$ cat src/adcc_pkg.sv
package adcc_pkg;
  localparam int ADCC_RES_W = 10;
  localparam int ADCC_PINS = 13;
  // register byte offsets
  localparam logic [7:0] ADCC_OFS_CTRL = 8'h00;
  localparam logic [7:0] ADCC_OFS_REFP = 8'h04;
  localparam logic [7:0] ADCC_OFS_TIMF = 8'h08;
  localparam logic [7:0] ADCC_OFS_RESH = 8'h0C;
  localparam logic [7:0] ADCC_OFS_RESL = 8'h10;
  localparam logic [7:0] ADCC_OFS_STAT = 8'h14;
  // field positions
  localparam int ADCC_B_ON = 0;
  localparam int ADCC_B_GO = 1;
  localparam int ADCC_B_CHS = 2;
  localparam int ADCC_B_PCFG = 0;
  localparam int ADCC_B_VPOS = 4;
  localparam int ADCC_B_VNEG = 5;
  localparam int ADCC_B_ADCS = 0;
  localparam int ADCC_B_ACQT = 3;
  localparam int ADCC_B_RESULT_JUSTIFY = 7;
  localparam int ADCC_B_DONE = 0;
  // reset and code values
  localparam logic [3:0] ADCC_PCFG_FUSE1 = 4'h0;
  localparam logic [3:0] ADCC_PCFG_FUSE0 = 4'h7;
  localparam logic [3:0] ADCC_CHS_LAST = 4'hC;
  localparam logic [3:0] ADCC_SMALL_LO = 4'h5;
  localparam logic [3:0] ADCC_SMALL_HI = 4'h7;
  localparam logic [4:0] ADCC_PCFG_SPAN = 5'h0F;
  localparam logic [3:0] ADCC_MSB_IDX = 4'h9;
  // acquisition lengths in converter bit times
  localparam logic [4:0] ADCC_ACQ_LEN0 = 5'h00;
  localparam logic [4:0] ADCC_ACQ_LEN2 = 5'h02;
  localparam logic [4:0] ADCC_ACQ_LEN4 = 5'h04;
  localparam logic [4:0] ADCC_ACQ_LEN6 = 5'h06;
  localparam logic [4:0] ADCC_ACQ_LEN8 = 5'h08;
  localparam logic [4:0] ADCC_ACQ_LEN12 = 5'h0C;
  localparam logic [4:0] ADCC_ACQ_LEN16 = 5'h10;
  localparam logic [4:0] ADCC_ACQ_LEN20 = 5'h14;
  // conversion clock dividers in system clock cycles per converter bit time
  localparam logic [7:0] ADCC_DIV2 = 8'h02;
  localparam logic [7:0] ADCC_DIV4 = 8'h04;
  localparam logic [7:0] ADCC_DIV8 = 8'h08;
  localparam logic [7:0] ADCC_DIV16 = 8'h10;
  localparam logic [7:0] ADCC_DIV32 = 8'h20;
  localparam logic [7:0] ADCC_DIV64 = 8'h40;
  typedef enum logic [2:0] {
    ADCC_IDLE = 3'b001,
    ADCC_ACQ = 3'b010,
    ADCC_CONV = 3'b100
  } adcc_state_t;
endpackage

$ cat src/adcc_top.sv
`timescale 1ns/1ps
module adcc_top import adcc_pkg::*; #(
  parameter bit LARGE_PKG = 1'b1,
  parameter logic [7:0] FRC_DIV = 8'h32
) (
  input wire logic hclk,
  input wire logic hresetn,
  input wire logic hsel,
  input wire logic [31:0] haddr,
  input wire logic [1:0] htrans,
  input wire logic hwrite,
  input wire logic [2:0] hsize,
  input wire logic [31:0] hwdata,
  input wire logic hready,
  output logic hreadyout,
  output logic hresp,
  output logic [31:0] hrdata,
  input wire logic port_analog_reset_fuse,
  input wire logic comparator_in,
  output logic [3:0] channel_select,
  output logic channel_present,
  output logic sample_en,
  output logic [ADCC_RES_W-1:0] dac_code,
  output logic ref_neg_ext,
  output logic ref_pos_ext,
  output logic [ADCC_PINS-1:0] pin_analog,
  output logic converter_enable,
  output logic conversion_done_flag
);

  typedef struct packed {
    adcc_state_t st;
    logic [3:0] chs;
    logic go;
    logic on;
    logic vneg;
    logic vpos;
    logic [3:0] pcfg;
    logic result_justify;
    logic [2:0] acqt;
    logic [2:0] adcs;
    logic [ADCC_RES_W-1:0] result;
    logic done;
    logic fuse_pend;
    logic [7:0] tad_cnt;
    logic [4:0] acq_cnt;
    logic [3:0] bit_idx;
    logic [ADCC_RES_W-1:0] dac;
    logic wr_pend;
    logic rd_pend;
    logic [7:0] addr;
    logic [31:0] rdata;
    logic rdy;
    logic [ADCC_PINS-1:0] mask;
    logic chan_ok;
    logic smp;
    logic resp;
  } adcc_regs_t;

  adcc_regs_t s_r;
  adcc_regs_t s_nxt;

  // system clock cycles per converter bit time; rc source is a parameter
  function automatic logic [7:0] tad_div(input logic [2:0] sel);
    case (sel)
      3'b000: tad_div = ADCC_DIV2;
      3'b001: tad_div = ADCC_DIV8;
      3'b010: tad_div = ADCC_DIV32;
      3'b100: tad_div = ADCC_DIV4;
      3'b101: tad_div = ADCC_DIV16;
      3'b110: tad_div = ADCC_DIV64;
      default: tad_div = FRC_DIV;
    endcase
  endfunction

  // acquisition length in bit times for each code
  function automatic logic [4:0] acq_len(input logic [2:0] code);
    case (code)
      3'b001: acq_len = ADCC_ACQ_LEN2;
      3'b010: acq_len = ADCC_ACQ_LEN4;
      3'b011: acq_len = ADCC_ACQ_LEN6;
      3'b100: acq_len = ADCC_ACQ_LEN8;
      3'b101: acq_len = ADCC_ACQ_LEN12;
      3'b110: acq_len = ADCC_ACQ_LEN16;
      3'b111: acq_len = ADCC_ACQ_LEN20;
      default: acq_len = ADCC_ACQ_LEN0;
    endcase
  endfunction

  // is the code a bonded input on this package
  function automatic logic chan_impl(input logic [3:0] code);
    chan_impl = (code <= ADCC_CHS_LAST) &&
                (LARGE_PKG || code < ADCC_SMALL_LO || code > ADCC_SMALL_HI);
  endfunction

  // pin i stays analog while i + code stays below the span
  function automatic logic [ADCC_PINS-1:0] analog_mask(input logic [3:0] code);
    logic [ADCC_PINS-1:0] m;
    m = '0;
    for (int i = 0; i < ADCC_PINS; i++) begin
      m[i] = (5'(i) + {1'b0, code}) < ADCC_PCFG_SPAN;
    end
    analog_mask = m;
  endfunction

  // read mux; result justification applied on the way out
  function automatic logic [31:0] rd_mux(input logic [7:0] a, input adcc_regs_t s);
    logic [31:0] d;
    logic [15:0] j;
    d = '0;
    j = s.result_justify ? {6'h00, s.result} : {s.result, 6'h00};
    case (a)
      ADCC_OFS_CTRL: begin
        d[ADCC_B_CHS +: 4] = s.chs;
        d[ADCC_B_GO] = s.go;
        d[ADCC_B_ON] = s.on;
      end
      ADCC_OFS_REFP: begin
        d[ADCC_B_VNEG] = s.vneg;
        d[ADCC_B_VPOS] = s.vpos;
        d[ADCC_B_PCFG +: 4] = s.pcfg;
      end
      ADCC_OFS_TIMF: begin
        d[ADCC_B_RESULT_JUSTIFY] = s.result_justify;
        d[ADCC_B_ACQT +: 3] = s.acqt;
        d[ADCC_B_ADCS +: 3] = s.adcs;
      end
      ADCC_OFS_RESH: d[7:0] = j[15:8];
      ADCC_OFS_RESL: d[7:0] = j[7:0];
      ADCC_OFS_STAT: d[ADCC_B_DONE] = s.done;
      default: d = '0;
    endcase
    rd_mux = d;
  endfunction

  // next state: bus slave, register writes, sequencer
  always_comb begin
    logic acc;
    logic tick;
    logic start;
    logic finish;
    logic [ADCC_RES_W-1:0] trial;
    logic [ADCC_RES_W-1:0] one;
    s_nxt = s_r;
    acc = hsel && htrans[1] && hready;
    tick = (s_r.tad_cnt == 8'h00);
    start = 1'b0;
    finish = 1'b0;
    trial = s_r.dac;
    one = '0;
    // bus pipeline: reads take one wait state so data reflects prior writes
    s_nxt.wr_pend = acc && hwrite;
    s_nxt.rd_pend = acc && !hwrite;
    s_nxt.rdy = !(acc && !hwrite);
    if (acc) begin
      s_nxt.addr = haddr[7:0];
    end
    if (s_r.rd_pend) begin
      s_nxt.rdata = rd_mux(s_r.addr, s_r);
    end
    // fuse level is caught on the first edge after reset release
    if (s_r.fuse_pend) begin
      s_nxt.fuse_pend = 1'b0;
      s_nxt.pcfg = port_analog_reset_fuse ? ADCC_PCFG_FUSE1 : ADCC_PCFG_FUSE0;
    end
    // bit-time prescaler
    s_nxt.tad_cnt = tick ? tad_div(s_r.adcs) - 8'h01 : s_r.tad_cnt - 8'h01;
    // sequencer
    case (s_r.st)
      ADCC_ACQ: begin
        if (tick) begin
          s_nxt.acq_cnt = s_r.acq_cnt - 5'd1;
          if (s_r.acq_cnt == 5'd1) begin
            s_nxt.st = ADCC_CONV;
            s_nxt.bit_idx = ADCC_MSB_IDX;
            s_nxt.dac = ADCC_RES_W'(1) << ADCC_MSB_IDX;
          end
        end
      end
      ADCC_CONV: begin
        if (tick) begin
          // successive approximation, one bit per bit time
          trial = comparator_in ? s_r.dac : (s_r.dac & ~(ADCC_RES_W'(1) << s_r.bit_idx));
          if (s_r.bit_idx == 4'h0) begin
            finish = 1'b1;
          end else begin
            one = ADCC_RES_W'(1) << (s_r.bit_idx - 4'h1);
            s_nxt.dac = trial | one;
            s_nxt.bit_idx = s_r.bit_idx - 4'h1;
          end
        end
      end
      ADCC_IDLE: begin
        s_nxt.st = ADCC_IDLE;
      end
      default: begin
        s_nxt.st = ADCC_IDLE;
      end
    endcase
    if (finish) begin
      s_nxt.st = ADCC_IDLE;
      s_nxt.result = trial;
      s_nxt.go = 1'b0;
      s_nxt.dac = trial;
    end
    // register writes in the data phase
    if (s_r.wr_pend) begin
      case (s_r.addr)
        ADCC_OFS_CTRL: begin
          s_nxt.chs = hwdata[ADCC_B_CHS +: 4];
          s_nxt.on = hwdata[ADCC_B_ON];
          start = hwdata[ADCC_B_GO] && hwdata[ADCC_B_ON] && !s_r.go && !finish;
          if (!hwdata[ADCC_B_ON]) begin
            s_nxt.go = 1'b0;
            s_nxt.st = ADCC_IDLE;
          end
        end
        ADCC_OFS_REFP: begin
          s_nxt.vneg = hwdata[ADCC_B_VNEG];
          s_nxt.vpos = hwdata[ADCC_B_VPOS];
          s_nxt.pcfg = hwdata[ADCC_B_PCFG +: 4];
        end
        ADCC_OFS_TIMF: begin
          s_nxt.result_justify = hwdata[ADCC_B_RESULT_JUSTIFY];
          s_nxt.acqt = hwdata[ADCC_B_ACQT +: 3];
          s_nxt.adcs = hwdata[ADCC_B_ADCS +: 3];
        end
        ADCC_OFS_STAT: begin
          if (hwdata[ADCC_B_DONE]) begin
            s_nxt.done = 1'b0;
          end
        end
        default: begin
          s_nxt.addr = s_nxt.addr;
        end
      endcase
    end
    // setting the flag wins over a software clear in the same cycle
    if (finish) begin
      s_nxt.done = 1'b1;
    end
    if (start) begin
      s_nxt.go = 1'b1;
      s_nxt.tad_cnt = tad_div(s_r.adcs) - 8'h01;
      s_nxt.acq_cnt = acq_len(s_r.acqt);
      s_nxt.bit_idx = ADCC_MSB_IDX;
      s_nxt.dac = ADCC_RES_W'(1) << ADCC_MSB_IDX;
      s_nxt.st = (s_r.acqt == 3'b000) ? ADCC_CONV : ADCC_ACQ;
    end
    // registered pin-side views of the configuration
    s_nxt.mask = analog_mask(s_nxt.pcfg);
    s_nxt.chan_ok = chan_impl(s_nxt.chs);
    // hold cap tracks the input while enabled, except while converting
    s_nxt.smp = s_nxt.on && (s_nxt.st != ADCC_CONV);
  end

  // single state register; async reset to constants only
  always_ff @(posedge hclk or negedge hresetn) begin
    if (!hresetn) begin
      s_r <= '0;
      s_r.st <= ADCC_IDLE;
      s_r.fuse_pend <= 1'b1;
      s_r.rdy <= 1'b1;
      s_r.chan_ok <= 1'b1;
      s_r.mask <= '1;
    end else begin
      s_r <= s_nxt;
    end
  end

  // outputs straight from the state register
  assign hreadyout = s_r.rdy;
  assign hresp = s_r.resp;
  assign hrdata = s_r.rdata;
  assign channel_select = s_r.chs;
  assign channel_present = s_r.chan_ok;
  assign sample_en = s_r.smp;
  assign dac_code = s_r.dac;
  assign ref_neg_ext = s_r.vneg;
  assign ref_pos_ext = s_r.vpos;
  assign pin_analog = s_r.mask;
  assign converter_enable = s_r.on;
  assign conversion_done_flag = s_r.done;
endmodule

$ cat config.mk
export PLATFORM = sky130hd
export DESIGN_NAME = adcc_top
export DESIGN_NICKNAME = d
export VERILOG_FILES = /design/src/adcc_pkg.sv /design/src/adcc_top.sv
export SDC_FILE = /design/constraint.sdc
export NUM_CORES = 1
export LEC_CHECK = 0
export ABC_AREA = 0
export BUFFER_PORTS_ARGS = -buffer_cell sky130_fd_sc_hd__buf_2
export CAP_MARGIN = 20
export CORE_AREA = 2 2 115 117
export DETAILED_ROUTE_END_ITERATION = 10
export DIE_AREA = 0 0 117 119
export PLACE_DENSITY = 0.81
export SYNTH_ARGS = -nofsm -noshare
export SYNTH_HDL_FRONTEND = slang
export SYNTH_SLANG_ARGS = --single-unit
$ cat constraint.sdc
create_clock -name hclk -period 2.5 [get_ports hclk]
set_input_delay 0.375 -clock hclk [delete_from_list [all_inputs] [get_ports hclk]]
set_output_delay 0.375 -clock hclk [all_outputs]
set_load 0.005 [all_outputs]
* Word-level counts from Yosys, hierarchy flattened
Cells that the tools add are included.
** Word-level totals
- Register bits :: 95
- Latch bits :: 0
- RAM bits :: 0
- ROM bits :: 0
- Output and inout port bits :: 67
- Memories kept :: 0
** Operators by class
- Add/subtract/negate cells :: 17
- Multiply operators :: 0
- Divide/modulo/power cells :: 0
- Magnitude comparators :: 14
- Equality and inequality tests :: 29
- Shift-type cells :: 2
- Multiplexer cells :: 45
- Bitwise operators :: 3
- Reduce and logical (&&, ||, !) cells :: 30
** Operators by type and width (number)
- 5-bit by 4-bit < comparator with 1-bit output (second input constant) :: 12
- 14-bit two-way mux :: 3
- 7-bit one-hot mux with 6 select lines :: 1
- 10-bit two-way mux :: 4
- 5-bit one-hot mux with 7 select lines :: 1
- 14-bit one-hot mux with 2 select lines :: 1
- 27-bit two-way mux :: 1
- 4-bit by 4-bit adder with 5-bit output (first input constant) :: 5
- 5-bit one-hot mux with 5 select lines :: 1
- 3-bit equality test (second input constant) :: 8
- 8-bit by 1-bit subtractor with 8-bit output (second input constant) :: 3
- 22-bit two-way mux :: 1
- 3-bit two-way mux :: 7
- 3-bit by 4-bit adder with 5-bit output (first input constant) :: 4
- 1-bit by 4-bit left shift with 10-bit output (first input constant) :: 2
- 19-bit two-way mux :: 1
- 8-bit by 4-bit equality test with 1-bit output (second input constant) :: 2
- 8-bit by 5-bit equality test with 1-bit output (second input constant) :: 2
- 8-bit logical NOT :: 2
- 16-bit two-way mux :: 1
- 8-bit two-way mux :: 2
- 4-bit != test (second input constant) :: 4
- 3-bit != test (second input constant) :: 5
- 3-bit by 2-bit equality test with 1-bit output (second input constant) :: 4
- other kinds (32) :: 63

* Logic depth before layout (Yosys ltp)
- Depth after elaboration :: 11
- Mapped depth :: 10

* Least setup slack after synthesis
Ideal clock, no wire load.
- Path type :: reg2reg
- From :: register s_r[54] (netlist bit)
- To :: register s_r, in the netlist pin_analog[5]
- Arrival time :: 2.411 ns
- Data required time :: 2.404 ns
- Slack :: -0.007 ns
- Cell stages (with the launch flop) :: 10
- Path buffers :: 2
- Period minus slack after synthesis :: 2.507 ns
- Cell sequence :: dfrtp_1 > nor4_1 > buf_2 > nand3_4 > mux2i_2 > inv_1 > ha_1 > clkbuf_1 > or3_1 > o32ai_1
** RTL lines
- from (decl) :: line adcc_top.sv:60 : adcc_regs_t s_r;
- from (signal assigned) :: line adcc_top.sv:267 : s_r <= s_nxt;

==> metrics <==
status complete, no violations; CP max stage delay 0.42 ns; final setup violation count 0; Max-Cap Viols 0; Critical Path End Type flip-flop; CTS tree done; Worst-Skew Late Latency approximately 0.35 ns; met2 capacity usage during global routing a little under a third; via count approximately 4500; P per Cell Area ~620 mW/mm^2; hold crit path type input port to async pin; startpoint types flip-flop; Tot GR Track Use 19.8%; Logic pwr share between 10% and 20%; port bufs between 60 and 70; area delta synth->final 11.7%; Layout Skew 0.0104 ns; Hold WS roughly 0.048 ns; FILL cells roughly 1200; GR met1 Demand/Resource about a quarter; Slowest-stage cell, CP nor4_2; DRT iter0 DRCs around 460; Avg Synthesized Cell Area 9.43 sq um; post-synthesis instance total about 600; FF+latch area around 0.0024 sq mm; # clock sinks 95; DP HPWL ~9600 um; Slew HR about 48%; vias in the first global route around 4200; Worst Path Required roughly 2.8 ns; Net Sw Power about 1.2 mW; sequential area share after synthesis between 40% and 50%; Clock transition at path regs approximately 0.070 ns; critical path peak fanout 9; vias per cell around 5.5; total CTS buffers 9; Core ar. about 0.013 sq mm; Final min period about 2.4 ns; register bit total from synthesis 95; Final Hold Fails 0; Detail Route Antenna Nets 0; Antenna diodes 0; Pre-antenna DRT Iters 7; clock power share between 30% and 40%; max-slew violation count 0; crit path DAT about 2.7 ns; sequential power share 47.8%; gpl congestion around 0.9; Max Clock Freq 414 MHz; Final Util between 40 and 50%; Worst Tran Pin Value 0.783 ns; busiest grt layer met2; fraction of layout cells with a size suffix above 1 roughly a quarter; FFs w/ async S/R, synth 100%; Hold-fix buffers, CTS 0; area of the multi-input gates roughly 0.0028 sq mm; CP Class flip-flop to flip-flop; largest buffer count on any clock path 2; die height 119 um; drt total wl ~13000 um; DR WL/cell ~16 um; Post-synth EDFFs 0; largest net degree at the start of global routing 52; H-tree Lvls 3; io pins around 140; drt drc 0; yosys warns 0; internal power between 2 and 3 mW; VDD IR max 351 uV; Tcrit/Tclk final 96.5%; dominant synthesized flop cell dfrtp_1; Syn Std Cell Area ~0.0056 sq mm; Die ar. approximately 0.014 sq mm; Initial Util between 40% and 50%; first-pass GRT wire length 21600 um; total grt overflow 0; nets 738; leakage 2.72 nW; synth unique cells 72; Core Rows 42; Net Sw Frac between 20 and 30%; Die X between 100 and 150 um; clock root buffer master clkbuf_16; met3 Usage GRT 5.75%; initial antenna violation count 0; CP cell instances nor4_2 -> nand3_4 -> mux2i_4 -> buf_4 -> nor2_1 -> ha_1 -> nor4_1 -> a21oi_1
Yosys cell counts (5+ instances only):
cell type / instances / share of area, %
and2_1: 5 / 0.55
buf_2: 10 / 0.89
a31oi_1: 5 / 0.55
o31ai_1: 6 / 0.80
clkbuf_1: 14 / 0.93
xor2_1: 7 / 1.1
nor2_1: 35 / 2.3
o211ai_1: 6 / 0.80
nand2b_1: 10 / 1.1
nor3b_1: 7 / 0.93
dfrtp_1: 78 / 35
nor4_1: 7 / 0.78
inv_1: 19 / 1.3
nand3_1: 32 / 2.8
or3_1: 5 / 0.55
buf_4: 60 / 8.0
nor3_1: 9 / 0.80
a21oi_1: 26 / 2.3
and3_1: 5 / 0.55
ha_1: 18 / 4.0
dfstp_2: 17 / 7.9
o21ai_0: 24 / 2.1
a22oi_1: 8 / 1.1
mux2_2: 24 / 4.8
nor2b_1: 6 / 0.67
a211oi_1: 5 / 0.67
nand2_1: 70 / 4.7
critical path, delay by kind of cell (launching register included):
kind	cells	cell delay [ns]
adders and majority gates	1	0.25
buffers and inverters	1	0.15
and+or+nand+nor	4	1.16
muxes	1	0.29
DFF	1	0.40
AOI/OAI and AO/OA	1	0.07
cell type report:
class                           instances  share of cell area [%]
Clock buffer                           10                    3.79
Timing Repair Buffer                   95                    9.01
Tap cell                              176                    3.49
Multi-Input combinational cell        423                    43.7
Inverter                               20                    1.19
Clock inverter                          6                   0.715
Sequential cell                        95                    38.1
path summary, 6_finish.rpt:
check | endpoint | cells after the start | slack, ns | start
max | pin_analog[2]$_DFF_PN1_ | 8 | 0.09 | s_r[54]$_DFFE_PN0P_
min | s_r[77]$_DFFE_PN0P_ | 1 | 0.05 | hresetn
max reg2reg | pin_analog[2]$_DFF_PN1_ | 8 | 0.09 | s_r[54]$_DFFE_PN0P_
min reg2reg | s_r[97]$_DFFE_PN0P_ | 2 | 0.48 | s_r[97]$_DFFE_PN0P_
max in group asynchronous | pin_analog[9]$_DFF_PN1_ | 2 | 1.78 | hresetn
min in group hclk | hreadyout$_DFF_PN1_ | 3 | 0.25 | hwrite
routing by layer:
metal,part of all wire (%),up-vias,wire [um]
li1,-,2125,-
met4,1.0,0,136
met3,6.3,13,842
met1,42,2221,5640
met5,0,-,0
met2,50,178,6660
cells in the final DEF, fill, tap and decap left out, types with 5 or more instances in the layout:
master     synthesis  final
dfrtp_1           78     78
nand2_1           70     70
buf_2             10     63
nor2_1            35     35
nand3_1           32     32
buf_4             60     31
a21oi_1           26     26
conb_1             1     26
mux2_2            24     24
o21ai_0           24     24
inv_1             19     19
ha_1              18     17
dfstp_2           17     17
nand2b_1          10     10
nor3_1             9      9
clkbuf_16          0      9
a22oi_1            8      8
xor2_1             7      7
nor3b_1            7      7
nor2b_1            6      6
nor4_1             7      6
o211ai_1           6      6
o31ai_1            6      6
or3_1              5      5
a31oi_1            5      5
and3_1             5      5
a211oi_1           5      5
and2_1             5      5
power by group through the flow:
stage / Clock [mW] / Combinational [mW] / Sequential (mW)
6_report: 1.32 / 0.726 / 1.87
5_1_grt: 1.43 / 0.816 / 1.90
4_1_cts: 1.34 / 0.704 / 1.86
3_5_place_dp: 0 / 0.698 / 1.89
3_3_place_gp: 0 / 0.674 / 1.88
2_1_floorplan: 0 / 0.561 / 1.84
cells by family after synthesis:
family,after synthesis,synth area share [%]
AOI/OAI and AO/OA,120,14.3
xor gates and xnor gates,11,1.71
adders and majority gates,18,3.99
buffers and inverters,105,11.3
DFF,95,42.5
muxes,30,5.99
other,1,0.0665
and+or+nand+nor,218,20.1
stage by stage:
stage	total power, mW	area (sq um)	instances	setup TNS (ns)	setup slack (ns)
after floorplan	2.40	5740	623	0	0.0929
after global placement	2.56	5930	803	0	0.122
after detailed placement	2.59	5930	803	0	0.0443
after CTS	3.91	6220	819	0	0.0352
after global routing	4.14	6300	825	-0.000841	-0.000660
final	3.92	6300	825	0	0.0874
sequential cells by signal (all words and copies together) (netlist names):
| register | count |
|---|---|
| converter_enable | 1 |
| conversion_done_flag | 1 |
| dac_code | 10 |
| channel_present | 1 |
| hreadyout | 1 |
| hrdata | 8 |
| pin_analog | 13 |
| ref_pos_ext | 1 |
| ref_neg_ext | 1 |
| channel_select | 4 |
| sample_en | 1 |
| s_r | 53 |
what timing repair did:
| action | in CTS | in global routing |
|---|---|---|
| setup buffers | 0 | 6 |
| setup endpoints to repair | 0 | 22 |
| gates resized for setup | 0 | 7 |
No activity file was read; power rests on OpenSTA's default activity.
